### src/hdl/tfn_pkg.sv
// Constants and types for the telemetry, fault and nonvolatile program register block
package tfn_pkg;
  localparam int CLK_MHZ = 125;
  localparam int FAST_PERIOD_US = 32;
  localparam int PRECISE_PERIOD_US = 128;
  localparam int FAST_CYC = FAST_PERIOD_US * CLK_MHZ;
  localparam int PRECISE_CYC_DEF = PRECISE_PERIOD_US * CLK_MHZ;
  localparam int FAST_CNT_W = 12;
  localparam int PREC_CNT_W = 16;

  localparam logic [7:0] ADDR_IND_RES = 8'h02;
  localparam logic [7:0] ADDR_CUR_FAST = 8'h48;
  localparam logic [7:0] ADDR_CUR_LO = 8'h4a;
  localparam logic [7:0] ADDR_CUR_HI = 8'h4b;
  localparam logic [7:0] ADDR_HEAT_LO = 8'h4e;
  localparam logic [7:0] ADDR_HEAT_HI = 8'h4f;
  localparam logic [7:0] ADDR_FAULT = 8'h54;
  localparam logic [7:0] ADDR_PROG = 8'h60;
  localparam logic [7:0] ADDR_UNLOCK = 8'h61;

  localparam logic [7:0] UNLOCK_KEY = 8'h61;
  localparam logic [4:0] PROG_PATTERN = 5'h12;
  localparam int CMD_LSB = 3;
  localparam int NIB_LSB = 4;
  localparam logic [3:0] NIB_ZERO = 4'h0;
  localparam logic [4:0] FAULT_PAD = 5'h00;
  localparam logic [7:0] BYTE_ZERO = 8'h00;
  localparam logic [11:0] CODE_ZERO = 12'h000;
  localparam logic [4:0] CMD_RESET = 5'h00;
  localparam logic [3:0] IND_RES_RESET = 4'h0;

  typedef enum logic [0:0] {
    TFN_IDLE = 1'b0,
    TFN_BURN = 1'b1
  } tfn_state_e;

  // Packing order puts each flag at its register bit
  typedef struct packed {
    logic output_short_flag;
    logic output_overcurrent_flag;
    logic die_overheat_flag;
  } tfn_fault_s;

  typedef struct packed {
    logic [7:0] addr;
    logic wr;
    logic rd;
    logic [7:0] wdata;
  } tfn_reg_req_s;
endpackage

### src/hdl/tfn_regs.sv
// Telemetry result, fault status and nonvolatile program register block
`timescale 1ns/10ps
module tfn_regs #(
  parameter int unsigned PRECISE_CYC = tfn_pkg::PRECISE_CYC_DEF
) (
  input wire logic mclk_in,
  input wire logic rst_in,
  input wire tfn_pkg::tfn_reg_req_s reg_req_in,
  output logic [7:0] reg_rdata_out,
  input wire logic [7:0] current_fast_code_in,
  input wire logic [11:0] current_precise_code_in,
  input wire logic [11:0] die_heat_code_in,
  input wire tfn_pkg::tfn_fault_s faults_in,
  input wire logic nvm_write_done_in,
  output logic nvm_write_req_out,
  output logic [3:0] inductor_resistance_code_out
);
  localparam logic [tfn_pkg::FAST_CNT_W-1:0] FAST_LAST = tfn_pkg::FAST_CNT_W'(tfn_pkg::FAST_CYC - 1);
  localparam logic [tfn_pkg::PREC_CNT_W-1:0] PREC_LAST = tfn_pkg::PREC_CNT_W'(PRECISE_CYC - 1);

  logic [tfn_pkg::FAST_CNT_W-1:0] fast_cnt, next_fast_cnt;
  logic [tfn_pkg::PREC_CNT_W-1:0] prec_cnt, next_prec_cnt;
  logic [7:0] current_fast, next_current_fast;
  logic [11:0] pair_val [2];
  logic [11:0] next_pair_val [2];
  logic [11:0] pend_val [2];
  logic [11:0] next_pend_val [2];
  logic [1:0] pend, next_pend, rd_lo, next_rd_lo, rd_hi, next_rd_hi;
  logic [1:0] lo_hit, hi_hit, load;
  tfn_pkg::tfn_fault_s fault_q, next_fault_q;
  logic [4:0] cmd_field, next_cmd_field;
  logic [7:0] unlock_key, next_unlock_key;
  logic [3:0] ind_res, next_ind_res;
  logic done, next_done;
  logic nvm_req, next_nvm_req;
  tfn_pkg::tfn_state_e state, next_state;
  logic [7:0] rdata, next_rdata;
  logic fast_tick, prec_tick, prog_wr, start;
  logic [11:0] raw [2];
  logic [7:0] lo_addr [2];
  logic [7:0] hi_addr [2];

  assign fast_tick = (fast_cnt == FAST_LAST);
  assign prec_tick = (prec_cnt == PREC_LAST);
  assign raw[0] = current_precise_code_in;
  assign raw[1] = die_heat_code_in;
  assign lo_addr[0] = tfn_pkg::ADDR_CUR_LO;
  assign lo_addr[1] = tfn_pkg::ADDR_HEAT_LO;
  assign hi_addr[0] = tfn_pkg::ADDR_CUR_HI;
  assign hi_addr[1] = tfn_pkg::ADDR_HEAT_HI;
  assign prog_wr = reg_req_in.wr && (reg_req_in.addr == tfn_pkg::ADDR_PROG);
  // Unlock stays in force while the key is held; a busy burn refuses new starts
  assign start = prog_wr && (reg_req_in.wdata[7:tfn_pkg::CMD_LSB] == tfn_pkg::PROG_PATTERN) &&
                 (unlock_key == tfn_pkg::UNLOCK_KEY) && (state == tfn_pkg::TFN_IDLE);

  // Conversion timing and results
  always_comb begin
    next_fast_cnt = fast_tick ? '0 : fast_cnt + 1'b1;
    next_prec_cnt = prec_tick ? '0 : prec_cnt + 1'b1;
    next_current_fast = fast_tick ? current_fast_code_in : current_fast;
    next_fault_q = faults_in;
    for (int i = 0; i < 2; i++) begin
      lo_hit[i] = reg_req_in.rd && (reg_req_in.addr == lo_addr[i]);
      hi_hit[i] = reg_req_in.rd && (reg_req_in.addr == hi_addr[i]);
      // A read in the load cycle would see old data, so loading waits a cycle
      load[i] = pend[i] && rd_lo[i] && rd_hi[i] && !lo_hit[i] && !hi_hit[i];
      next_pend_val[i] = prec_tick ? raw[i] : pend_val[i];
      next_pend[i] = pend[i] || prec_tick;
      next_rd_lo[i] = rd_lo[i] || lo_hit[i];
      next_rd_hi[i] = rd_hi[i] || hi_hit[i];
      next_pair_val[i] = pair_val[i];
      if (load[i]) begin
        next_pair_val[i] = pend_val[i];
        next_pend[i] = prec_tick;
        next_rd_lo[i] = 1'b0;
        next_rd_hi[i] = 1'b0;
      end
    end
  end

  always_ff @(posedge mclk_in or posedge rst_in) begin
    if (rst_in) begin
      fast_cnt <= '0;
      prec_cnt <= '0;
      current_fast <= tfn_pkg::BYTE_ZERO;
      fault_q <= '0;
      for (int i = 0; i < 2; i++) begin
        pair_val[i] <= tfn_pkg::CODE_ZERO;
        pend_val[i] <= tfn_pkg::CODE_ZERO;
      end
      pend <= 2'b00;
      // Both halves count as read so the first conversion loads at once
      rd_lo <= 2'b11;
      rd_hi <= 2'b11;
    end else begin
      fast_cnt <= next_fast_cnt;
      prec_cnt <= next_prec_cnt;
      current_fast <= next_current_fast;
      fault_q <= next_fault_q;
      for (int i = 0; i < 2; i++) begin
        pair_val[i] <= next_pair_val[i];
        pend_val[i] <= next_pend_val[i];
      end
      pend <= next_pend;
      rd_lo <= next_rd_lo;
      rd_hi <= next_rd_hi;
    end
  end

  // Control registers and program sequence
  always_comb begin
    next_cmd_field = cmd_field;
    next_unlock_key = unlock_key;
    next_ind_res = ind_res;
    next_done = done;
    next_nvm_req = nvm_req;
    next_state = state;
    if (prog_wr) begin
      next_cmd_field = reg_req_in.wdata[7:tfn_pkg::CMD_LSB];
    end
    if (reg_req_in.wr && (reg_req_in.addr == tfn_pkg::ADDR_UNLOCK)) begin
      next_unlock_key = reg_req_in.wdata;
    end
    if (reg_req_in.wr && (reg_req_in.addr == tfn_pkg::ADDR_IND_RES)) begin
      next_ind_res = reg_req_in.wdata[7:tfn_pkg::NIB_LSB];
    end
    case (state)
      tfn_pkg::TFN_IDLE: begin
        if (start) begin
          next_done = 1'b0;
          next_nvm_req = 1'b1;
          next_state = tfn_pkg::TFN_BURN;
        end
      end
      tfn_pkg::TFN_BURN: begin
        if (nvm_write_done_in) begin
          next_done = 1'b1;
          next_nvm_req = 1'b0;
          next_state = tfn_pkg::TFN_IDLE;
        end
      end
      default: begin
        next_nvm_req = 1'b0;
        next_state = tfn_pkg::TFN_IDLE;
      end
    endcase
  end

  always_ff @(posedge mclk_in or posedge rst_in) begin
    if (rst_in) begin
      cmd_field <= tfn_pkg::CMD_RESET;
      unlock_key <= tfn_pkg::BYTE_ZERO;
      ind_res <= tfn_pkg::IND_RES_RESET;
      done <= 1'b0;
      nvm_req <= 1'b0;
      state <= tfn_pkg::TFN_IDLE;
    end else begin
      cmd_field <= next_cmd_field;
      unlock_key <= next_unlock_key;
      ind_res <= next_ind_res;
      done <= next_done;
      nvm_req <= next_nvm_req;
      state <= next_state;
    end
  end

  // Read data, one cycle after the strobe
  always_comb begin
    next_rdata = rdata;
    if (reg_req_in.rd) begin
      case (reg_req_in.addr)
        tfn_pkg::ADDR_IND_RES: next_rdata = {ind_res, tfn_pkg::NIB_ZERO};
        tfn_pkg::ADDR_CUR_FAST: next_rdata = current_fast;
        tfn_pkg::ADDR_CUR_LO: next_rdata = {pair_val[0][3:0], tfn_pkg::NIB_ZERO};
        tfn_pkg::ADDR_CUR_HI: next_rdata = pair_val[0][11:4];
        tfn_pkg::ADDR_HEAT_LO: next_rdata = {pair_val[1][3:0], tfn_pkg::NIB_ZERO};
        tfn_pkg::ADDR_HEAT_HI: next_rdata = pair_val[1][11:4];
        tfn_pkg::ADDR_FAULT: next_rdata = {tfn_pkg::FAULT_PAD, fault_q};
        tfn_pkg::ADDR_PROG: next_rdata = {cmd_field, 1'b0, done, 1'b0};
        tfn_pkg::ADDR_UNLOCK: next_rdata = unlock_key;
        default: next_rdata = tfn_pkg::BYTE_ZERO;
      endcase
    end
  end

  always_ff @(posedge mclk_in or posedge rst_in) begin
    if (rst_in) begin
      rdata <= tfn_pkg::BYTE_ZERO;
    end else begin
      rdata <= next_rdata;
    end
  end

  assign reg_rdata_out = rdata;
  assign nvm_write_req_out = nvm_req;
  assign inductor_resistance_code_out = ind_res;
endmodule

### config.mk
export PLATFORM = sky130hd
export DESIGN_NAME = tfn_regs
export DESIGN_NICKNAME = d
export VERILOG_FILES = /design/src/hdl/tfn_pkg.sv /design/src/hdl/tfn_regs.sv
export SDC_FILE = /design/constraint.sdc
export NUM_CORES = 1
export LEC_CHECK = 0
export BUFFER_PORTS_ARGS = -buffer_cell sky130_fd_sc_hd__clkbuf_2
export CAP_MARGIN = 20
export CORE_UTILIZATION = 58
export DETAILED_ROUTE_END_ITERATION = 8
export MAX_ROUTING_LAYER = met4
export PLACE_DENSITY = 0.85
export SLEW_MARGIN = 25
export SYNTH_ARGS = -nofsm -noshare
export SYNTH_HDL_FRONTEND = slang
export SYNTH_SLANG_ARGS = --single-unit
### constraint.sdc
create_clock -name mclk_in -period 4.2 [get_ports mclk_in]
set_clock_uncertainty 0.1 [all_clocks]
set_input_delay 0.42 -clock mclk_in [delete_from_list [all_inputs] [get_ports mclk_in]]
set_output_delay 0.42 -clock mclk_in [all_outputs]
set_load 0.02 [all_outputs]
# Word-level counts from Yosys, hierarchy flattened
# Cells that the tools add are included.
# word_totals
reg_bits,121
input_bits,56
wordCells,85
# classes
add_sub_neg,2
eq_ne,15
n_mux,18
n_bitwise,1
n_reduce_logical,29
# op_table
cell,count
$eq A8 B7 Y1 const B,9
$pmux W8 S9,1
$logic_and A1 B1 Y1,18
$add A16 B1 Y16 const B,1
$eq A16 B14 Y1 const B,1
$mux W16,1
$add A12 B1 Y12 const B,1
$eq A12 B12 Y1 const B,1
$mux W1,12
$mux W12,1
$eq A8 B2 Y1 const B,1
$logic_or A1 B1 Y1,6
$pmux W1 S2,3
$eq A5 B5 Y1 const B,1
$logic_not A1 Y1,4
$ne A2 B2 Y1 const B,2
$reduce_and A2 Y1,1
$not A1 Y1,1

# Logic depth before layout (Yosys ltp)
# Gate-level depths: netlist of run 1.
# depth
word_depth,7
depth_mapped,7

# Least setup slack after synthesis of run 1
# No wires, ideal clock.
# synth_path
path_kind,reg2reg
start,register prec_cnt[0] (netlist name)
end,register pend_val[10] (netlist name)
setup_ns,0.125
arrival_ns,1.859
t_required_ns,3.975
setup_slack_ns,2.116
stages_incl_launch_ff,7
path_buffers,1
synth_period_minus_slack_ns,2.084
path_cell_list,dfrtp_1 -> ha_1 -> and4_4 -> nand2_1 -> nor4_4 -> buf_6 -> mux2_2
# synth_via
elab_chain_len,1
# synth_rtl
item,line_no,rtl
start: declaration,tfn_regs.sv:22,"logic [tfn_pkg::PREC_CNT_W-1:0] prec_cnt, next_prec_cnt;"
start signal: assignment,tfn_regs.sv:97,prec_cnt <= next_prec_cnt;
$eq A16 B14 Y1,tfn_regs.sv:44,assign prec_tick = (prec_cnt == PREC_LAST);
end signal: indexed assignment,tfn_regs.sv:89,pend_val[i] <= tfn_pkg::CODE_ZERO;
end signal: indexed assignment,tfn_regs.sv:102,pend_val[i] <= next_pend_val[i];
end: declaration,tfn_regs.sv:26,logic [11:0] pend_val [2];
# Every way passes these cells.
# A chain may end at the register's enable or synchronous reset.

# Final worst setup path of run 1
# layout_path
start,register prec_cnt[0] (netlist name)
end,register pend_val[1] (netlist name)
# The elaborated chain is that of the path after synthesis.

==> results by group, run 1 <==
Power and ir drop
  • Max rail drop VDD: 0.338 mV
  • Power Dens Cells: 436 nW/µm²
  • Pleak: ~3.2 nW

Die
  • Die Y: 98.9 µm
  • Chip width: 98.9 µm
  • Initial cell density of the core: approximately three fifths
  • Row count: 34
  • Placeable Area: 8890 µm²
  • Ports: 69
  • Die Area: between 9000 and 10,000 µm²

Synth
  • Syn Inst Count: between 400 and 500
  • Syn_nets: 487
  • Post-Syn Area: 5440 µm²
  • Sequential share of the synthesized area: 55.7%
  • Number of flops mapped to enable cells by yosys: 0
  • Ys async rst share: 100%
  • Post-synthesis cell type count: 57
  • Number of synthesized register bits: around 120
  • Syn. warnings: 0
  • Post-Syn Area per Cell: 12.7 µm²
  • Main synth FF type: dfrtp_1

Setup path
  • CP Cell Sequence: ha_1 > and4_4 > nand2_1 > nor4_4 > buf_4 > mux2_2
  • WP buf/inv: 1
  • Worst-case reg-to-reg path depth: 6
  • Setup crit start: prec_cnt[0]
  • CP arrival: 2.67 ns
  • Largest delay share family, worst path: simple AND/OR/NAND/NOR gates
  • CP max-delay cell: nor4_4
  • Setup CP Type: reg2reg
  • Peak per-stage delay on the critical path: 0.42 ns
  • R2r startpoint: prec_cnt[0]
  • CP Depth: 6
  • R2r setup slk: 1.83 ns
  • Startpoint Class: register
  • Reg2Reg Capture Point: pend_val[1]
  • Worst-path fanout max: 20
  • Worst EP required: 4.51 ns
  • End of the critical path: pend_val[1]
  • Type of element capturing the critical path: register

Finish
  • Area occupied by registers: between 3000 and 4000 µm²
  • Most frequent cells in the layout: dfrtp_1, clkbuf_2, mux2_2
  • Final std cells w/o fill: 631
  • Antenna diodes: 0
  • Layout cell share with drive strength beyond 1: 36.7%
  • Filler instances: 580
  • Final nets: 568
  • Most common cell after layout, fill and taps aside: dfrtp_1
  • Multi-input gate area: 2270 µm²
  • Syn-to-layout area delta: 20.2%

Clock network
  • Worst-Skew Late Latency: 0.53 ns
  • H-tree Lvls: 4
  • CTS-repair resized insts: 0
  • Clock Sinks: 121
  • Post-CTS Setup Inserts: 0
  • CTS clk-pin slew, worst paths: 0.06 ns
  • Num CTS Buffers: 17
  • CTS tree: done
  • Clk Tree Root Cell: clkbuf_8
  • Max clock buf depth: 2

STA
  • Final worst-path cycle share: 56.3%
  • Fin. max-slew vios: 0
  • Final setup fails: 0
  • Hold Vio Cnt, Final: 56
  • Tmin final: 2.37 ns
  • Setup TNS: 0 ns
  • Fmax achieved: around 0.42 GHz
  • Unrepaired setup endpoints after global routing: no
  • WHS: -0.0197 ns
  • Tightest Pin Transition: 0.869 ns
  • Max_slew headroom: 42.1%

Detailed routing
  • Post-route antenna net violation count: 0
  • Total wire length: 11,900 µm
  • Wirelength per Cell: approximately 19 µm
  • Starting DRT DRC Count: 202
  • Post-route DRC: 0
  • Via count: 3,774
  • Via/cell ratio: roughly 6
  • Number of detailed-route iterations in the first pass: 5

Placed design
  • Input/output buffers: approximately 70
  • Gpl congestion: 0.939
  • Post-DP HPWL: 8010 µm
  • Inst Count DP: 595

GRT
  • Largest net degree at the start of global routing: 76
  • Vias in the first global route: 3,942
  • First-pass GRT wire length: roughly 19,000 µm
  • Initial antenna violation count: 0
  • GR Util All Layers: a little over a quarter
  • GR Overflow Total: 0

Worst hold path
  • Min-delay worst type: in2async

Outcome
  • Status: complete, but fails checks
  • Failing checks: negative hold slack

Job
  • Max Cap Viol: 0
## through the flow
stage	total power (W)	util (%)	worst slack [ns]	cell area (µm²)
after global placement	0.00131	65.9	1.89	5860
after floorplan	0.00127	-	0.472	5440
after detailed placement	0.00132	65.9	1.66	5860
after CTS	0.00287	73.5	1.64	6540
after global routing	0.00293	73.6	1.72	6540
final	0.00285	73.6	1.83	6540
## state kept, by name, summed over array words and instances, names as in the netlist
name,count
fault_q,3
unlock_key,8
done,1
pend,2
rd_lo,2
prec_cnt,16
current_fast,8
nvm_write_req_out,1
inductor_resistance_code_out,4
cmd_field,5
rd_hi,2
pend_val,24
reg_rdata_out,8
fast_cnt,12
pair_val,24
state,1
## worst reg2reg max path: stages, from the launching register on
cell and delay [ns]:
dfrtp_1 0.39, ha_1 0.23, and4_4 0.27, nand2_1 0.10, nor4_4 0.42, buf_4 0.34
mux2_2 0.39
## where the power goes
part / switching (W) / internal [W] / total, W
logic: 0.0000652 / 0.0000422 / 0.000107
registers: 0.00000925 / 0.00118 / 0.00119
clock network: 0.000526 / 0.00103 / 0.00155
## repair_timing
action | CTS | global route
hold buffers | 4 | 0
hold endpoints to repair | 4 | 0
setup endpoints to repair | 0 | 0
## layout make-up
cell class	count	share of cell area, %
repair buffers	76	6.27
flip-flops and latches	121	46.4
well taps	108	2.07
clock buffers	18	6.39
inverters	15	0.899
multi-input cells	279	34.7
clock inverters	14	3.37
## metal layers
layer | GRT usage (%) | up-vias | wire (µm)
met2 | 43.9 | 151 | 6050
met4 | 13.3 | 0 | 333
met3 | 6.24 | 33 | 702
met1 | 33.0 | 1866 | 4800
li1 | - | 1724 | -
met5 | - | - | 0
## Yosys cell counts, drive strengths merged (2+ instances only)
cell type	count	area share, %
a31oi	3	0.34
and3	3	0.37
o2bb2ai	4	0.64
xnor2	8	1.3
nand3	21	1.9
nand4	7	0.80
buf	12	1.5
and4b	2	0.37
nor3	8	0.83
nor2	34	2.3
dfstp	4	1.9
nor4b	3	1.1
and3b	2	0.32
nand2	19	1.3
inv	15	1.0
xor2	12	1.9
o22ai	9	1.0
or3	3	0.34
mux2	72	15
mux2i	10	1.8
nor4	3	0.62
a211oi	2	0.28
and4	4	0.69
clkbuf	2	0.14
o21ai	7	0.64
dfrtp	117	54
ha	2	0.46
nor2b	5	0.57
a22o	6	0.97
nor3b	4	0.64
a21oi	10	1.3
o21bai	2	0.28
## how the worst min path moves through the flow
stage,end,slack (ns),startpoint,depth (start not counted)
global placement,nvm_write_req_out,0.36,nvm_write_req_out,1
CTS,pend_val[13],0.005,rst_in,2
detailed placement,cmd_field[4],0.36,cmd_field[4],2
floorplan,prec_cnt[15],0.34,prec_cnt[15],1
finish,pend_val[13],-0.02,rst_in,2
global route,pend_val[0],0.01,die_heat_code_in[0],2
## kinds of logic (layout without fill, tap and decap cells)
| family | count (synthesis) | count (layout) | synth area share [%] |
|---|---|---|---|
| xor gates and xnor gates | 20 | 20 | 3.22 |
| and+or+nand+nor | 123 | 123 | 13.1 |
| buffers and inverters | 29 | 123 | 2.71 |
| AOI/OAI and AO/OA | 51 | 51 | 7.15 |
| muxes | 83 | 83 | 17.6 |
| adders and majority gates | 2 | 2 | 0.460 |
| DFF | 121 | 121 | 55.7 |
Note: power is estimated with default switching activity, not from simulation.
==> run 2: changes to the inputs <==
Settings changed: ABC_AREA set to 1, CORE_UTILIZATION 58 to 52, PLACE_DENSITY 0.85 to 0.81.
Clock period 4.2 ns to 1.9 ns, I/O delays scaled along.
==> run 2 against run 1 <==
  * The flow now finishes without violations
  * Core utilization decreased by 4.1 points
  * Critical path depth increased by 1
  * Total power increased by 130%
  * Sequential share of layout area decreased by 4.1 points
  * Via count increased by 31%
  * Flip-flop and latch count unchanged
  * Non-clock buffer count increased by 61
  * Combinational power increased to 5.1 times the previous value
  * Worst hold slack improved by 0.11 ns
  * Critical path type unchanged
  * Largest cell class unchanged
  * Largest power group is now sequential cells
==> results by group, run 2 <==
Finish
  • Layout cell share with drive strength beyond 1: 17.3% (was 36.7%)
  • Syn-to-layout area delta: 30.0% (was 20.2%)
  • Fin util: 69.5% (was 73.6%)
  • Biggest regs: pair_val (24), pend_val (24), prec_cnt (16) (unchanged)
  • Antenna diodes: 0 (unchanged)
  • Most common cell after layout, fill and taps aside: nand2_1 (was dfrtp_1)
  • Most frequent cells in the layout: nand2_1, dfrtp_1, inv_1 (was dfrtp_1, clkbuf_2, mux2_2)
  • Post-route cell area: 7170 µm² (was 6540 µm²)
  • Final nets: 864 (was 568)
  • Filler instances: 760 (was 580)

Setup path
  • Setup CP Type: reg2reg (unchanged)
  • CP Cell Sequence: ha_2 > nand3_2 > nor2_4 > buf_4 > nand3_1 > nand2_1 > nor2_1 (was ha_1 > and4_4 > nand2_1 > nor4_4 > buf_4 > mux2_2)
  • R2r setup slk: 0.1 ns (was 1.83 ns)
  • Worst-path fanout max: 7 (was 20)
  • Peak per-stage delay on the critical path: 0.37 ns (was 0.42 ns)
  • Largest delay share family, worst path: simple AND/OR/NAND/NOR gates (unchanged)
  • CP arrival: 2.11 ns (was 2.67 ns)
  • CP max-delay cell: dfrtp_1 (was nor4_4)
  • Worst EP required: 2.21 ns (was 4.51 ns)
  • Startpoint Class: register (unchanged)
  • Type of element capturing the critical path: register (unchanged)
  • WP buf/inv: 1 (unchanged)

GRT
  • Vias in the first global route: 4,935 (was 3,942)
  • First-pass GRT wire length: 22,800 µm (was 19,400 µm)
  • GR Util All Layers: 27.5% (about the same)
  • Initial antenna violation count: 0 (unchanged)
  • Largest net degree at the start of global routing: 50 (was 76)
  • GR Overflow Total: 0 (unchanged)

Job
  • Max Cap Viol: 0 (unchanged)

Worst hold path
  • Min-delay worst type: in2reg (was in2async)

STA
  • Hold Vio Cnt, Final: 0 (was 56)
  • Fmax achieved: 0.554 GHz (was 0.423 GHz)
  • Tightest Pin Transition: 0.468 ns (was 0.869 ns)
  • Fin. max-slew vios: 0 (unchanged)
  • Final worst-path cycle share: 95.0% (was 56.3%)
  • Setup slack after layout: 0.0958 ns (was 1.83 ns)
  • Final setup fails: 0 (unchanged)
  • Max_slew headroom: 68.7% (was 42.1%)
  • Tmin final: 1.80 ns (was 2.37 ns)
  • Setup TNS: 0 ns (unchanged)

Detailed routing
  • Starting DRT DRC Count: 289 (was 202)
  • Number of detailed-route iterations in the first pass: 4 (was 5)
  • Total wire length: 13,900 µm (was 11,900 µm)
  • Wirelength per Cell: 14.6 µm (was 18.8 µm)
  • Post-route DRC: 0 (unchanged)
  • Via/cell ratio: 5.19 (was 5.98)
  • Post-route antenna net violation count: 0 (unchanged)
  • Via count: 4,952 (was 3,774)

Clock network
  • Max clock buf depth: 2 (unchanged)
  • Clk Tree Root Cell: clkbuf_8 (unchanged)
  • CTS tree: done (unchanged)
  • Clock Sinks: 121 (unchanged)
  • Worst-Skew Late Latency: 0.52 ns (was 0.53 ns)
  • H-tree Lvls: 4 (unchanged)
  • Num CTS Buffers: 17 (unchanged)
  • CTS clk-pin slew, worst paths: 0.06 ns (about the same)

Synth
  • Synth top area share: 53.0% (was 53.8%)
  • Main synth FF type: dfrtp_1 (unchanged)
  • Syn Inst Count: 667 (was 429)
  • Post-synthesis cell type count: 31 (was 57)
  • Top cells by area, synth: dfrtp_1, nand2_1, o21ai_0 (was dfrtp_1, mux2_2, nor2_1)
  • Number of synthesized register bits: 121 (unchanged)
  • Sequential share of the synthesized area: 55.0% (was 55.7%)
  • Syn. warnings: 0 (unchanged)
  • Number of flops mapped to enable cells by yosys: 0 (unchanged)
  • Post-synth top cells: nand2_1, dfrtp_1, inv_1 (was dfrtp_1, mux2_2, nor2_1)
  • Syn_nets: 725 (was 487)
  • Post-Syn Area per Cell: 8.27 µm² (was 12.7 µm²)
  • Ys async rst share: 100% (unchanged)
  • Post-Syn Area: 5520 µm² (was 5440 µm²)
  • Yosys top cell by area: dfrtp_1 (unchanged)
  • Cell with the most instances after synthesis: nand2_1 (was dfrtp_1)

Die
  • Placeable Area: 10,300 µm² (was 8890 µm²)
  • Die Area: 11,000 µm² (was 9770 µm²)
  • Die Y: 105 µm (was 98.9 µm)
  • Ports: 69 (unchanged)
  • Row count: 37 (was 34)
  • Chip width: 105 µm (was 98.9 µm)
  • Initial cell density of the core: 53.5% (was 61.2%)

Placed design
  • Input/output buffers: 68 (unchanged)
  • Post-DP HPWL: 9200 µm (was 8010 µm)
  • Gpl congestion: 0.878 (was 0.939)
  • Placed Area: 6040 µm² (was 5860 µm²)
  • Pre-CTS setup slack: 0.0966 ns (was 1.66 ns)

Power and ir drop
  • Max rail drop VDD: 0.644 mV (was 0.338 mV)
  • Pleak: 3.75 nW (was 3.18 nW)
  • Power Dens Cells: 905 nW/µm² (was 436 nW/µm²)

Outcome
  • Status: finished clean (was complete, but fails checks)
## run 2: changes by cell type in the layout (fill, tap and decap cells not counted), moves of 28 or more
cell	change
dlygate4sd3_1	+46
mux2_2	-63
inv_1	+62
o21ai_0	+60
nor2_1	+28
nand3_1	+40
nand2_1	+178
## run 2: report_power, final
| group | internal [W] | switching, W |
|---|---|---|
| clock network | 0.00178 | 0.00118 |
| logic | 0.000243 | 0.000299 |
| registers | 0.00284 | 0.000160 |
| total | 0.00486 | 0.00164 |
## run 2: timing repair
action                                  CTS  global route
gates resized for setup                   0             3
hold buffers                             50             0
endpoints found under the hold margin   179             0
setup buffers                             0             5
endpoints found under the setup margin    0            28
## run 2: logic make-up after synthesis
family,count (synthesis),synth area share (%)
buffers and inverters,96,7.80
DFF,121,55.0
xor gates and xnor gates,8,1.27
and+or+nand+nor,349,27.0
adders and majority gates,2,0.453
AOI/OAI and AO/OA,91,8.50
## run 2: area by class of cell
| cell class | instances | area, µm² | share of cell area, % |
|---|---|---|---|
| repair buffers | 137 | 1050 | 14.6 |
| clock inverters | 13 | 121 | 1.69 |
| flip-flops and latches | 121 | 3030 | 42.3 |
| inverters | 79 | 303 | 4.22 |
| well taps | 136 | 170 | 2.37 |
| clock buffers | 19 | 432 | 6.02 |
| multi-input cells | 450 | 2060 | 28.8 |
## run 2: worst register-to-register path: cells and delay by family (launching register included)
family / cells / cell delay (ns)
simple gates: 5 / 0.87
flops: 1 / 0.37
buf+inv: 1 / 0.14
fa+ha+maj: 1 / 0.21
## run 2: worst paths after layout
check / from / endpoint / cells after the start
setup / recovery: prec_cnt[1] / prec_cnt[9] / 7
hold / removal: reg_req_in[13] / rd_hi[1] / 5
setup reg to reg: prec_cnt[1] / prec_cnt[9] / 7
hold reg to reg: fast_cnt[11] / fast_cnt[11] / 1
max in group asynchronous: rst_in / rd_hi[1] / 4
min in group asynchronous: rst_in / pend_val[13] / 3
## run 2: layer usage
layer  routed length, µm  vias to the layer above  GRT usage, %
li1                    -                     2391             -
met1                5810                     2325          32.6
met2                6960                      197          45.2
met3                 725                       39          5.86
met4                 417                        0          12.5
met5                   0                        -             -
## run 2: metrics by stage
stage	hold WS [ns]	instances	total power, W
finish	0.0877	955	0.00650
global route	0.108	955	0.00677
CTS	0.0664	949	0.00653
detailed placement	0.133	867	0.00349
global placement	0.120	867	0.00345
floorplan	0.121	667	0.00328
